### src/hw/ppoc_pkg.sv
// Shared constants for the port power and overcurrent controller.
package ppoc_pkg;
   // Bus widths.
   localparam int ADR_W = 18;
   localparam int DAT_W = 32;
   // Register indices; the byte address is four times the index.
   localparam logic [15:0] IDX_LOCK = 16'h30e1;
   localparam logic [15:0] IDX_MINW = 16'h30ea;
   localparam logic [15:0] IDX_DBLW = 16'h30eb;
   localparam logic [15:0] IDX_PWR = 16'h3100;
   localparam logic [15:0] IDX_CFG = 16'h3101;
   localparam logic [15:0] IDX_BC = 16'h3102;
   localparam logic [15:0] IDX_STAT = 16'h3103;
   localparam logic [15:0] IDX_MASK = 16'h3104;
   localparam logic [15:0] IDX_PIN = 16'h3105;
   // Field layout.
   localparam int MINW_W = 4;
   localparam int TMR_W = 8;
   localparam int CFG_GANG_BIT = 0;
   // Reset values.
   localparam logic [MINW_W-1:0] MINW_RST = 4'h5;
   localparam logic [TMR_W-1:0] DBLW_RST = 8'h14;
   localparam logic [TMR_W-1:0] LOCK_RST = 8'h0a;
   // Timebase: one millisecond tick from the core clock.
   localparam int MS_NS = 1000000;
   localparam int CLK_NS = 20;
   localparam int TICK_CYC = MS_NS / CLK_NS;
   // Per-port power phase.
   typedef enum logic [1:0] {
      PH_OFF,
      PH_LOCK,
      PH_SENSE
   } ppoc_phase_t;
endpackage

### src/hw/ppoc_port_power.sv
// Summary of operation
// - One shared pin drives power, senses overcurrent.
// - Reset comes up in individual port mode.
// - Ganged mode set only by register write.
// - Ganged pin controls and senses all ports.
// - Ganged overcurrent flags every port together.
// - Power off drives pin low, pull-up off.
// - Power on releases driver, enables pull-up.
// - Enabled port pin sampled continuously, low suspect.
// - Low held minimum width flags overcurrent.
// - Two low groups within window flag overcurrent.
// - Ignore pin for lockout time after turn-on.
// - Minimum width field bits 3:0, default five.
// - Charging supply presence shown per port pin; in ganged mode any port's bc bit powers the ganged pin instead.
// - Double window 8-bit register, default twenty.
// - Lockout 8-bit register, default ten ms.
//
// Implementation choice: the Wishbone slave port.
`timescale 1ns/10ps
module ppoc_port_power #(
   parameter int NPORT = 6,
   parameter int TICK_CYCLES = ppoc_pkg::TICK_CYC
) (
   input wire logic clock,
   input wire logic sys_rst,
   input wire logic wb_cyc_i,
   input wire logic wb_stb_i,
   input wire logic wb_we_i,
   input wire logic [ppoc_pkg::ADR_W-1:0] wb_adr_i,
   input wire logic [3:0] wb_sel_i,
   input wire logic [ppoc_pkg::DAT_W-1:0] wb_dat_i,
   output logic [ppoc_pkg::DAT_W-1:0] wb_dat_o,
   output logic wb_ack_o,
   input wire logic [NPORT-1:0] port_power_sense_pin_in,
   output logic [NPORT-1:0] port_power_sense_pin_out,
   output logic [NPORT-1:0] port_power_sense_pin_oe,
   output logic [NPORT-1:0] port_pullup_en,
   input wire logic ganged_power_sense_pin_in,
   output logic ganged_power_sense_pin_out,
   output logic ganged_power_sense_pin_oe,
   output logic ganged_pullup_en,
   output logic irq
);

   // Width of the millisecond prescaler.
   localparam int TW = $clog2(TICK_CYCLES + 1);
   // Last prescaler count before the tick.
   localparam logic [TW-1:0] TICK_LAST = TW'(TICK_CYCLES - 1);

   // All state of the block in one record.
   typedef struct packed {
      logic [NPORT-1:0] s1; // First synchroniser stage.
      logic [NPORT-1:0] s2; // Second synchroniser stage.
      logic gs1; // Ganged pin, first stage.
      logic gs2; // Ganged pin, second stage.
      logic [NPORT-1:0] prev; // Previous sample was low.
      ppoc_pkg::ppoc_phase_t [NPORT-1:0] ph; // Power phase.
      logic [NPORT-1:0][ppoc_pkg::TMR_W-1:0] lcnt; // Lockout left.
      logic [NPORT-1:0][ppoc_pkg::TMR_W-1:0] wcnt; // Window left.
      logic [NPORT-1:0][ppoc_pkg::MINW_W-1:0] run; // Low ms seen.
      logic [NPORT-1:0] armed; // First low group seen.
      logic [TW-1:0] tcnt; // Prescaler.
      logic tick; // One-cycle millisecond strobe.
      logic [ppoc_pkg::MINW_W-1:0] minw; // Single pulse width.
      logic [ppoc_pkg::TMR_W-1:0] dblw; // Double pulse window.
      logic [ppoc_pkg::TMR_W-1:0] lock; // Turn-on lockout.
      logic [NPORT-1:0] pwr; // Software power enables.
      logic [NPORT-1:0] bc; // Charging supply indication.
      logic gang; // Ganged mode.
      logic [NPORT-1:0] stat; // Sticky overcurrent status.
      logic [NPORT-1:0] mask; // Interrupt mask.
      logic ack; // Bus acknowledge.
      logic [ppoc_pkg::DAT_W-1:0] dat; // Bus read data.
      logic [NPORT-1:0] drv; // Pin drive level, always low.
      logic [NPORT-1:0] oe; // Port pin drivers on.
      logic [NPORT-1:0] pu; // Port pull-ups on.
      logic g_oe; // Ganged pin driver on.
      logic g_pu; // Ganged pull-up on.
      logic irq; // Interrupt level.
   } ppoc_state_t;

   ppoc_state_t st_r;
   ppoc_state_t st_nxt;

   // Next-state logic for the whole block.
   always_comb begin
      logic [NPORT-1:0] en;
      logic [NPORT-1:0] low;
      logic [NPORT-1:0] oc;
      logic [NPORT-1:0] clr;
      logic gen;
      logic req;
      logic wr;
      logic [15:0] idx;
      en = '0;
      low = '0;
      oc = '0;
      clr = '0;
      gen = 1'b0;
      req = 1'b0;
      wr = 1'b0;
      idx = '0;
      st_nxt = st_r;

      // Pins cross into the clock domain through two flops.
      st_nxt.s1 = port_power_sense_pin_in;
      st_nxt.s2 = st_r.s1;
      st_nxt.gs1 = ganged_power_sense_pin_in;
      st_nxt.gs2 = st_r.gs1;

      // Free-running millisecond prescaler.
      // It is shared by all ports, so a timed span carries up to one
      // tick of phase error; the lockout spends a spare tick for it.
      st_nxt.tick = 1'b0;
      if (st_r.tcnt == TICK_LAST) begin
         st_nxt.tcnt = '0;
         st_nxt.tick = 1'b1;
      end else begin
         st_nxt.tcnt = st_r.tcnt + 1'b1;
      end

      // The ganged pin carries power for all ports as one.
      gen = (|st_r.pwr) | (|st_r.bc);
      for (int i = 0; i < NPORT; i++) begin
         if (st_r.gang) begin
            // Every channel watches the same pin, so they fire together.
            en[i] = gen;
            low[i] = !st_r.gs2;
         end else begin
            // A charging-capable port keeps its switch on as its sign.
            en[i] = st_r.pwr[i] | st_r.bc[i];
            low[i] = !st_r.s2[i];
         end
      end

      // Per-port lockout and overcurrent filter.
      for (int i = 0; i < NPORT; i++) begin
         case (st_r.ph[i])
            ppoc_pkg::PH_OFF: begin
               // Counters restart whenever power comes on.
               if (en[i]) begin
                  // A zero lockout senses at once; software should not
                  // program it, but the filter must not hang on it.
                  if (st_r.lock == '0) begin
                     st_nxt.ph[i] = ppoc_pkg::PH_SENSE;
                  end else begin
                     st_nxt.ph[i] = ppoc_pkg::PH_LOCK;
                  end
                  st_nxt.lcnt[i] = st_r.lock;
                  st_nxt.run[i] = '0;
                  st_nxt.armed[i] = 1'b0;
                  st_nxt.prev[i] = 1'b0;
               end
            end
            ppoc_pkg::PH_LOCK: begin
               // The pin is ignored while the supply ramps.
               if (!en[i]) begin
                  st_nxt.ph[i] = ppoc_pkg::PH_OFF;
               end else if (st_r.tick) begin
                  // The first tick may come one cycle after turn-on, so
                  // one extra tick is spent to never cut the lockout
                  // short; it lasts between lock and lock plus one ms.
                  if (st_r.lcnt[i] == '0) begin
                     st_nxt.ph[i] = ppoc_pkg::PH_SENSE;
                  end else begin
                     st_nxt.lcnt[i] = st_r.lcnt[i] - 1'b1;
                  end
               end
            end
            ppoc_pkg::PH_SENSE: begin
               if (!en[i]) begin
                  st_nxt.ph[i] = ppoc_pkg::PH_OFF;
               end else begin
                  st_nxt.prev[i] = low[i];
                  // A low pin is pulled down by the switch on a fault.
                  if (low[i]) begin
                     if (st_r.run[i] >= st_r.minw) begin
                        oc[i] = 1'b1;
                     end
                     if (st_r.tick && st_r.run[i] != 4'hf) begin
                        st_nxt.run[i] = st_r.run[i] + 1'b1;
                     end
                  end else begin
                     st_nxt.run[i] = '0;
                  end
                  // Rolling window opened by the first low group.
                  if (st_r.armed[i] && st_r.tick) begin
                     if (st_r.wcnt[i] <= 8'h01) begin
                        st_nxt.armed[i] = 1'b0;
                     end else begin
                        st_nxt.wcnt[i] = st_r.wcnt[i] - 1'b1;
                     end
                  end
                  // A new group starts on a high-to-low change.
                  if (low[i] && !st_r.prev[i]) begin
                     if (st_r.armed[i]) begin
                        oc[i] = 1'b1;
                     end else begin
                        st_nxt.armed[i] = 1'b1;
                        st_nxt.wcnt[i] = st_r.dblw;
                     end
                  end
                  // After a detection the filter starts over.
                  if (oc[i]) begin
                     st_nxt.run[i] = '0;
                     st_nxt.armed[i] = 1'b0;
                  end
               end
            end
            default: begin
               st_nxt.ph[i] = ppoc_pkg::PH_OFF;
            end
         endcase
      end

      // Pin drivers: low with pull-up off when unpowered, else released.
      // The drive level is a register of zeros, so every pin output
      // comes from a flop; an open-drain pin never drives high.
      st_nxt.drv = '0;
      for (int i = 0; i < NPORT; i++) begin
         // Unused port pins stay driven low in ganged mode.
         st_nxt.oe[i] = st_r.gang | !en[i];
         st_nxt.pu[i] = !(st_r.gang | !en[i]);
      end
      st_nxt.g_oe = !(st_r.gang && gen);
      st_nxt.g_pu = st_r.gang && gen;

      // Classic Wishbone slave: one wait state, then ack for a cycle.
      // Read data is fetched at the taking edge and shown with ack.
      // A write lands only at the edge at which the master samples ack.
      req = wb_cyc_i && wb_stb_i && !st_r.ack;
      wr = wb_cyc_i && wb_stb_i && st_r.ack && wb_we_i && wb_sel_i[0];
      idx = wb_adr_i[ppoc_pkg::ADR_W-1:2];
      st_nxt.ack = req;
      st_nxt.dat = '0;
      if (req || wr) begin
         case (idx)
            ppoc_pkg::IDX_LOCK: begin
               st_nxt.dat[ppoc_pkg::TMR_W-1:0] = st_r.lock;
               if (wr) begin
                  st_nxt.lock = wb_dat_i[ppoc_pkg::TMR_W-1:0];
               end
            end
            ppoc_pkg::IDX_MINW: begin
               // Upper four bits are reserved and read as zero.
               st_nxt.dat[ppoc_pkg::MINW_W-1:0] = st_r.minw;
               if (wr) begin
                  st_nxt.minw = wb_dat_i[ppoc_pkg::MINW_W-1:0];
               end
            end
            ppoc_pkg::IDX_DBLW: begin
               st_nxt.dat[ppoc_pkg::TMR_W-1:0] = st_r.dblw;
               if (wr) begin
                  st_nxt.dblw = wb_dat_i[ppoc_pkg::TMR_W-1:0];
               end
            end
            ppoc_pkg::IDX_PWR: begin
               st_nxt.dat[NPORT-1:0] = st_r.pwr;
               if (wr) begin
                  st_nxt.pwr = wb_dat_i[NPORT-1:0];
               end
            end
            ppoc_pkg::IDX_CFG: begin
               // Only a register write can change the port mode.
               st_nxt.dat[ppoc_pkg::CFG_GANG_BIT] = st_r.gang;
               if (wr) begin
                  st_nxt.gang = wb_dat_i[ppoc_pkg::CFG_GANG_BIT];
               end
            end
            ppoc_pkg::IDX_BC: begin
               st_nxt.dat[NPORT-1:0] = st_r.bc;
               if (wr) begin
                  st_nxt.bc = wb_dat_i[NPORT-1:0];
               end
            end
            ppoc_pkg::IDX_STAT: begin
               st_nxt.dat[NPORT-1:0] = st_r.stat;
               if (wr) begin
                  clr = wb_dat_i[NPORT-1:0];
               end
            end
            ppoc_pkg::IDX_MASK: begin
               st_nxt.dat[NPORT-1:0] = st_r.mask;
               if (wr) begin
                  st_nxt.mask = wb_dat_i[NPORT-1:0];
               end
            end
            ppoc_pkg::IDX_PIN: begin
               // Synchronised pin levels, useful for bring-up.
               st_nxt.dat[NPORT-1:0] = st_r.s2;
               st_nxt.dat[NPORT] = st_r.gs2;
            end
            default: begin
               // Unmapped addresses ack with zero and ignore writes.
               st_nxt.dat = '0;
            end
         endcase
      end

      // Read data stands only with ack, on writes too; the cycle after ack shows zero.
      if (!req) begin
         st_nxt.dat = '0;
      end

      // A mode change sends every port through a fresh turn-on, so in
      // ganged mode all filters run in step and flag together.
      if (st_nxt.gang != st_r.gang) begin
         for (int i = 0; i < NPORT; i++) begin
            st_nxt.ph[i] = ppoc_pkg::PH_OFF;
         end
      end

      // A detection in the clearing cycle wins over the clear.
      st_nxt.stat = (st_r.stat & ~clr) | oc;
      st_nxt.irq = |(st_nxt.stat & st_nxt.mask);
   end

   // State register; reset brings up individual mode, powers off.
   always_ff @(posedge clock or posedge sys_rst) begin
      if (sys_rst) begin
         st_r <= '0;
         st_r.minw <= ppoc_pkg::MINW_RST;
         st_r.dblw <= ppoc_pkg::DBLW_RST;
         st_r.lock <= ppoc_pkg::LOCK_RST;
         st_r.oe <= '1;
         st_r.g_oe <= 1'b1;
      end else begin
         st_r <= st_nxt;
      end
   end

   // Outputs come straight from the state register.
   assign wb_dat_o = st_r.dat;
   assign wb_ack_o = st_r.ack;
   assign port_power_sense_pin_out = st_r.drv;
   assign port_power_sense_pin_oe = st_r.oe;
   assign port_pullup_en = st_r.pu;
   // The ganged pin, like the port pins, only ever drives low.
   assign ganged_power_sense_pin_out = st_r.drv[0];
   assign ganged_power_sense_pin_oe = st_r.g_oe;
   assign ganged_pullup_en = st_r.g_pu;
   assign irq = st_r.irq;

endmodule // ppoc_port_power

### config.mk
export PLATFORM = sky130hd
export DESIGN_NAME = ppoc_port_power
export DESIGN_NICKNAME = d
export VERILOG_FILES = /design/src/hw/ppoc_pkg.sv /design/src/hw/ppoc_port_power.sv
export SDC_FILE = /design/constraint.sdc
export NUM_CORES = 1
export LEC_CHECK = 0
export ABC_AREA = 1
export BUFFER_PORTS_ARGS = -buffer_cell sky130_fd_sc_hd__buf_4
export CAP_MARGIN = 30
export CORE_MARGIN = 1
export CORE_UTILIZATION = 49
export CTS_CLUSTER_DIAMETER = 30
export DETAILED_ROUTE_END_ITERATION = 6
export PLACE_DENSITY = 0.63
export SLEW_MARGIN = 10
export SYNTH_ARGS = -nofsm -noshare
export SYNTH_HDL_FRONTEND = slang
export SYNTH_SLANG_ARGS = --single-unit
### constraint.sdc
create_clock -name clock -period 15.1 [get_ports clock]
set_input_delay 0 -clock clock [delete_from_list [all_inputs] [get_ports clock]]
set_output_delay 0 -clock clock [all_outputs]
set_load 0.01 [all_outputs]
==> run summary <==
The data arrival at the endpoint of the critical path came out at 3.78 ns. The flow ran to the end, and the final reports show no timing, DRC or antenna violations. For the post-synthesis instance area, the log shows 0.01486 sq mm. The horizontal die dimension was 176.1 um; the final critical-path share of the clock period was 21.84%. After detailed routing, the number of vias per cell comes to 5.254.

For the number of placement rows, the log shows 63. After clock tree synthesis, the clock-pin slew on the worst setup and hold paths is 0.05 ns. The tools report the leakage power as 8.888 nW. The tightest min-delay check is of the input pin to register type. Synthesis inferred 244 register bits.

At the pin with the least slew margin, the transition time is 0.9370 ns. In the synthesized netlist, the cells that appear most often are sky130_fd_sc_hd__nand2_1, sky130_fd_sc_hd__inv_1, sky130_fd_sc_hd__dfrtp_1, sky130_fd_sc_hd__nor2_1, sky130_fd_sc_hd__o21ai_0. Signed area change from the synthesized netlist to the final layout: 22.59%.

The first-iteration detailed-routing DRC count was 1005. The Yosys step of the flow raised 0 warnings. For this block, the routed nets add up to 38.73 mm of wire. The number of different library cells used by synthesis comes to 48. Area of the die: 0.03102 sq mm. The final antenna-violating net count came out at 0. The tools report the number of cells produced by synthesis as 1992.

Global routing consumed, over all layers together, 25.79% of the routing resources. The tools report the maximum clock insertion buffer count as 3. The chip height was 176.1 um; the via count was 13410.

The critical path goes through dlygate4sd3_1 > buf_4 > nor2_2 > dlygate4sd3_1 > nand3_1 > dlygate4sd3_1 > nor2_4 > dlygate4sd3_1 > nand3_1 > a21oi_1 > dlygate4sd3_1. The starting density of the core is 49.99%. After global routing the overflow that remains totals 0. The headroom to the max-slew limit came out at 37.30%. The number of slew-limit violations in the final report is 0.

Setup violations remaining at the end of the flow were counted as 0. Via count of the first global-routing pass: 12610. The number of buffers and inverters on the critical path is 6, and the count of max-cap constraint violations is 0. The core region is 0.02972 sq mm. Of the synthesized area, sequential elements account for 41.21%. The first global-routing pass estimated 63.19 mm of wire. The number of buffers inserted to repair setup after CTS is 0, and the final hold violation count is 0.

The count of port buffers added during placement works out to 60. For the worst-skew pair, the clock arrives at the later sink with an insertion delay of 0.56 ns. The tools report the maximum VDD drop as 0.1006 mV. The run gives 119 as the maximum number of pins on one net before global-route repair. Subtracting the final worst setup slack from the clock period gives 3.298 ns. The largest stage delay on the critical path came out at 0.62 ns. The tools report the number of remaining DRC errors as 0.

The synthesized design devotes to its leading area cell type 38.91% of total area. The proportion of register bits with asynchronous set or reset after synthesis is 100.0%, and the TritonCTS buffer count is 68. In the final routed layout, each cell accounts on average for 15.18 um. The cell type with the largest total area after synthesis was sky130_fd_sc_hd__dfrtp_1.

The final layout contains 2228 nets. TritonCTS built the clock tree. The initial antenna violation count came out at 0.

The highest fanout seen on the critical path was 18. Setup repair after global routing left no endpoint under its margin. The number of antenna diodes in the final layout is 0. The root buffer cell was sky130_fd_sc_hd__clkbuf_16. In this run the power density over the cells is 126.7 mW/mm^2. The type of destination of the critical path is a register. The logs give 0.02394 ns for the worst clock skew and 244 for the clock sink count. The worst path required time was 15.59 ns; the final core utilization was 61.29%. The worst setup path is launched from an input pin.

Category of the most critical setup path: input pin to register. The average instance in the mapped netlist occupies 7.458 sq um. The proportion of layout cells with a drive suffix above 1 is 12.67%, and the number of detailed-route iterations in the first pass is 5. Routability-driven placement finished with a final weighted congestion of 0.8881.

The most used flip-flop cell after synthesis is sky130_fd_sc_hd__dfrtp_1. The detailed placement HPWL is 27.67 mm, and the highest clock frequency the design can meet is 303.2 MHz. The kind of cell with the highest combined delay along the critical path is buffers and inverters. The number of flops mapped to enable cells by yosys was 0.

Setup total negative slack on the finished layout was measured at 0 ns. Among the stages of the critical path, the cell type that occurs most often is sky130_fd_sc_hd__dlygate4sd3_1. The slowest stage of the critical path belongs to the cell sky130_fd_sc_hd__dlygate4sd3_1. Yosys attributes the largest share of cell area to sky130_fd_sc_hd__dfrtp_1, sky130_fd_sc_hd__nand2_1, sky130_fd_sc_hd__inv_1.

In the post-synthesis netlist, the cell with the most instances is sky130_fd_sc_hd__nand2_1. The clock tree synthesis step divided the H-tree into 3 levels. Pin placement for this block handled 121 I/O pins.
-- cells in the final DEF, fill, tap and decap left out, types with 32 or more instances in the layout --
cell / instances
sky130_fd_sc_hd__inv_1: 283
sky130_fd_sc_hd__buf_4: 63
sky130_fd_sc_hd__ha_1: 54
sky130_fd_sc_hd__o21ai_0: 187
sky130_fd_sc_hd__o21ai_1: 55
sky130_fd_sc_hd__nand2_1: 421
sky130_fd_sc_hd__nand4_1: 32
sky130_fd_sc_hd__xor2_1: 37
sky130_fd_sc_hd__a21oi_1: 74
sky130_fd_sc_hd__nand3_1: 126
sky130_fd_sc_hd__dfrtp_1: 231
sky130_fd_sc_hd__nor2_1: 190
sky130_fd_sc_hd__nor3_1: 41
sky130_fd_sc_hd__clkbuf_16: 69
-- logic make-up (layout without fill, tap and decap cells) --
kind of cell	count (synthesis)	count (layout)	synth area share, %
compound gates	397	397	14.64
xor+xnor	41	41	2.417
fa+ha+maj	54	54	4.548
buf+inv	371	511	11.04
flops	244	244	41.21
other cells	1	31	0.02524
simple gates	884	884	26.12
-- stage by stage --
step	std cells	hold slack (ns)	power [mW]	cell area, sq um	setup WS [ns]
2_1_floorplan	2022	0.03143	0.7538	14970	8.420
3_3_place_gp	2396	0.1101	0.7754	15390	12.44
3_5_place_dp	2396	0.1106	0.7774	15390	12.44
4_1_cts	2550	0.003313	2.331	18180	11.90
5_1_grt	2552	0.06963	2.385	18210	11.67
6_report	2552	0.03695	2.308	18210	11.80
-- repair_timing --
| item | in CTS | in global routing |
|---|---|---|
| endpoints found under the hold margin | 172 | 0 |
| hold buffers | 30 | 0 |
| gates resized for setup | 0 | 0 |
-- report_power, final --
part / total (mW) / internal, mW / switching, mW / leakage (nW)
registers: 0.669 / 0.663 / 0.00567 / 3.28
clock network: 1.53 / 1.08 / 0.459 / 1.21
logic: 0.104 / 0.0325 / 0.0720 / 4.40
total: 2.31 / 1.77 / 0.537 / 8.89
-- final timing paths --
check                           slack (ns)         start     endpoint  depth (start not counted)
min in group asynchronous             0.15       sys_rst    st_r[204]                          3
worst max register to register       12.35      st_r[66]    st_r[171]                          6
max in group asynchronous            13.64       sys_rst    st_r[163]                          4
worst max-delay path                 11.80  wb_adr_i[16]  wb_dat_o[0]                         11
worst min register to register        0.34   st_nxt[264]    st_r[264]                          0
worst min-delay path                  0.04   wb_adr_i[5]     st_r[59]                          7
-- worst register-to-register path, stage by stage, from the launching register on --
cell                      delay, ns
sky130_fd_sc_hd__dfrtp_1       0.82
sky130_fd_sc_hd__inv_2         0.33
sky130_fd_sc_hd__nand2_1       0.20
sky130_fd_sc_hd__nand3_1       0.51
sky130_fd_sc_hd__inv_1         0.46
sky130_fd_sc_hd__o21ai_1       0.15
sky130_fd_sc_hd__a22oi_1       0.18
-- sequential cells by signal, summed over array words and instances, names as in the netlist --
register and cells:
ganged_power_sense_pin_oe 1, ganged_pullup_en 1, irq 1, port_power_sense_pin_oe 6, port_pullup_en 6, st_nxt 7
st_r 213, wb_ack_o 1, wb_dat_o 8
-- cell type report --
cell class	count	area (sq um)
clock inverter	41	625.6
clock buffer	83	1859
inverter	292	1105
sequential	244	6122
multi-input combinational	1407	7207
timing repair buffer	95	805.8
tap	390	488.0
fill	2650	11500
-- routing by layer --
layer	up-vias	global-route usage (%)	wire length [um]
li1	6702	-	-
met3	88	4.823	2454
met2	400	40.34	17360
met4	0	9.674	1100
met5	-	0	0
met1	6218	35.49	17820
Power figures use the tool's default switching activity.
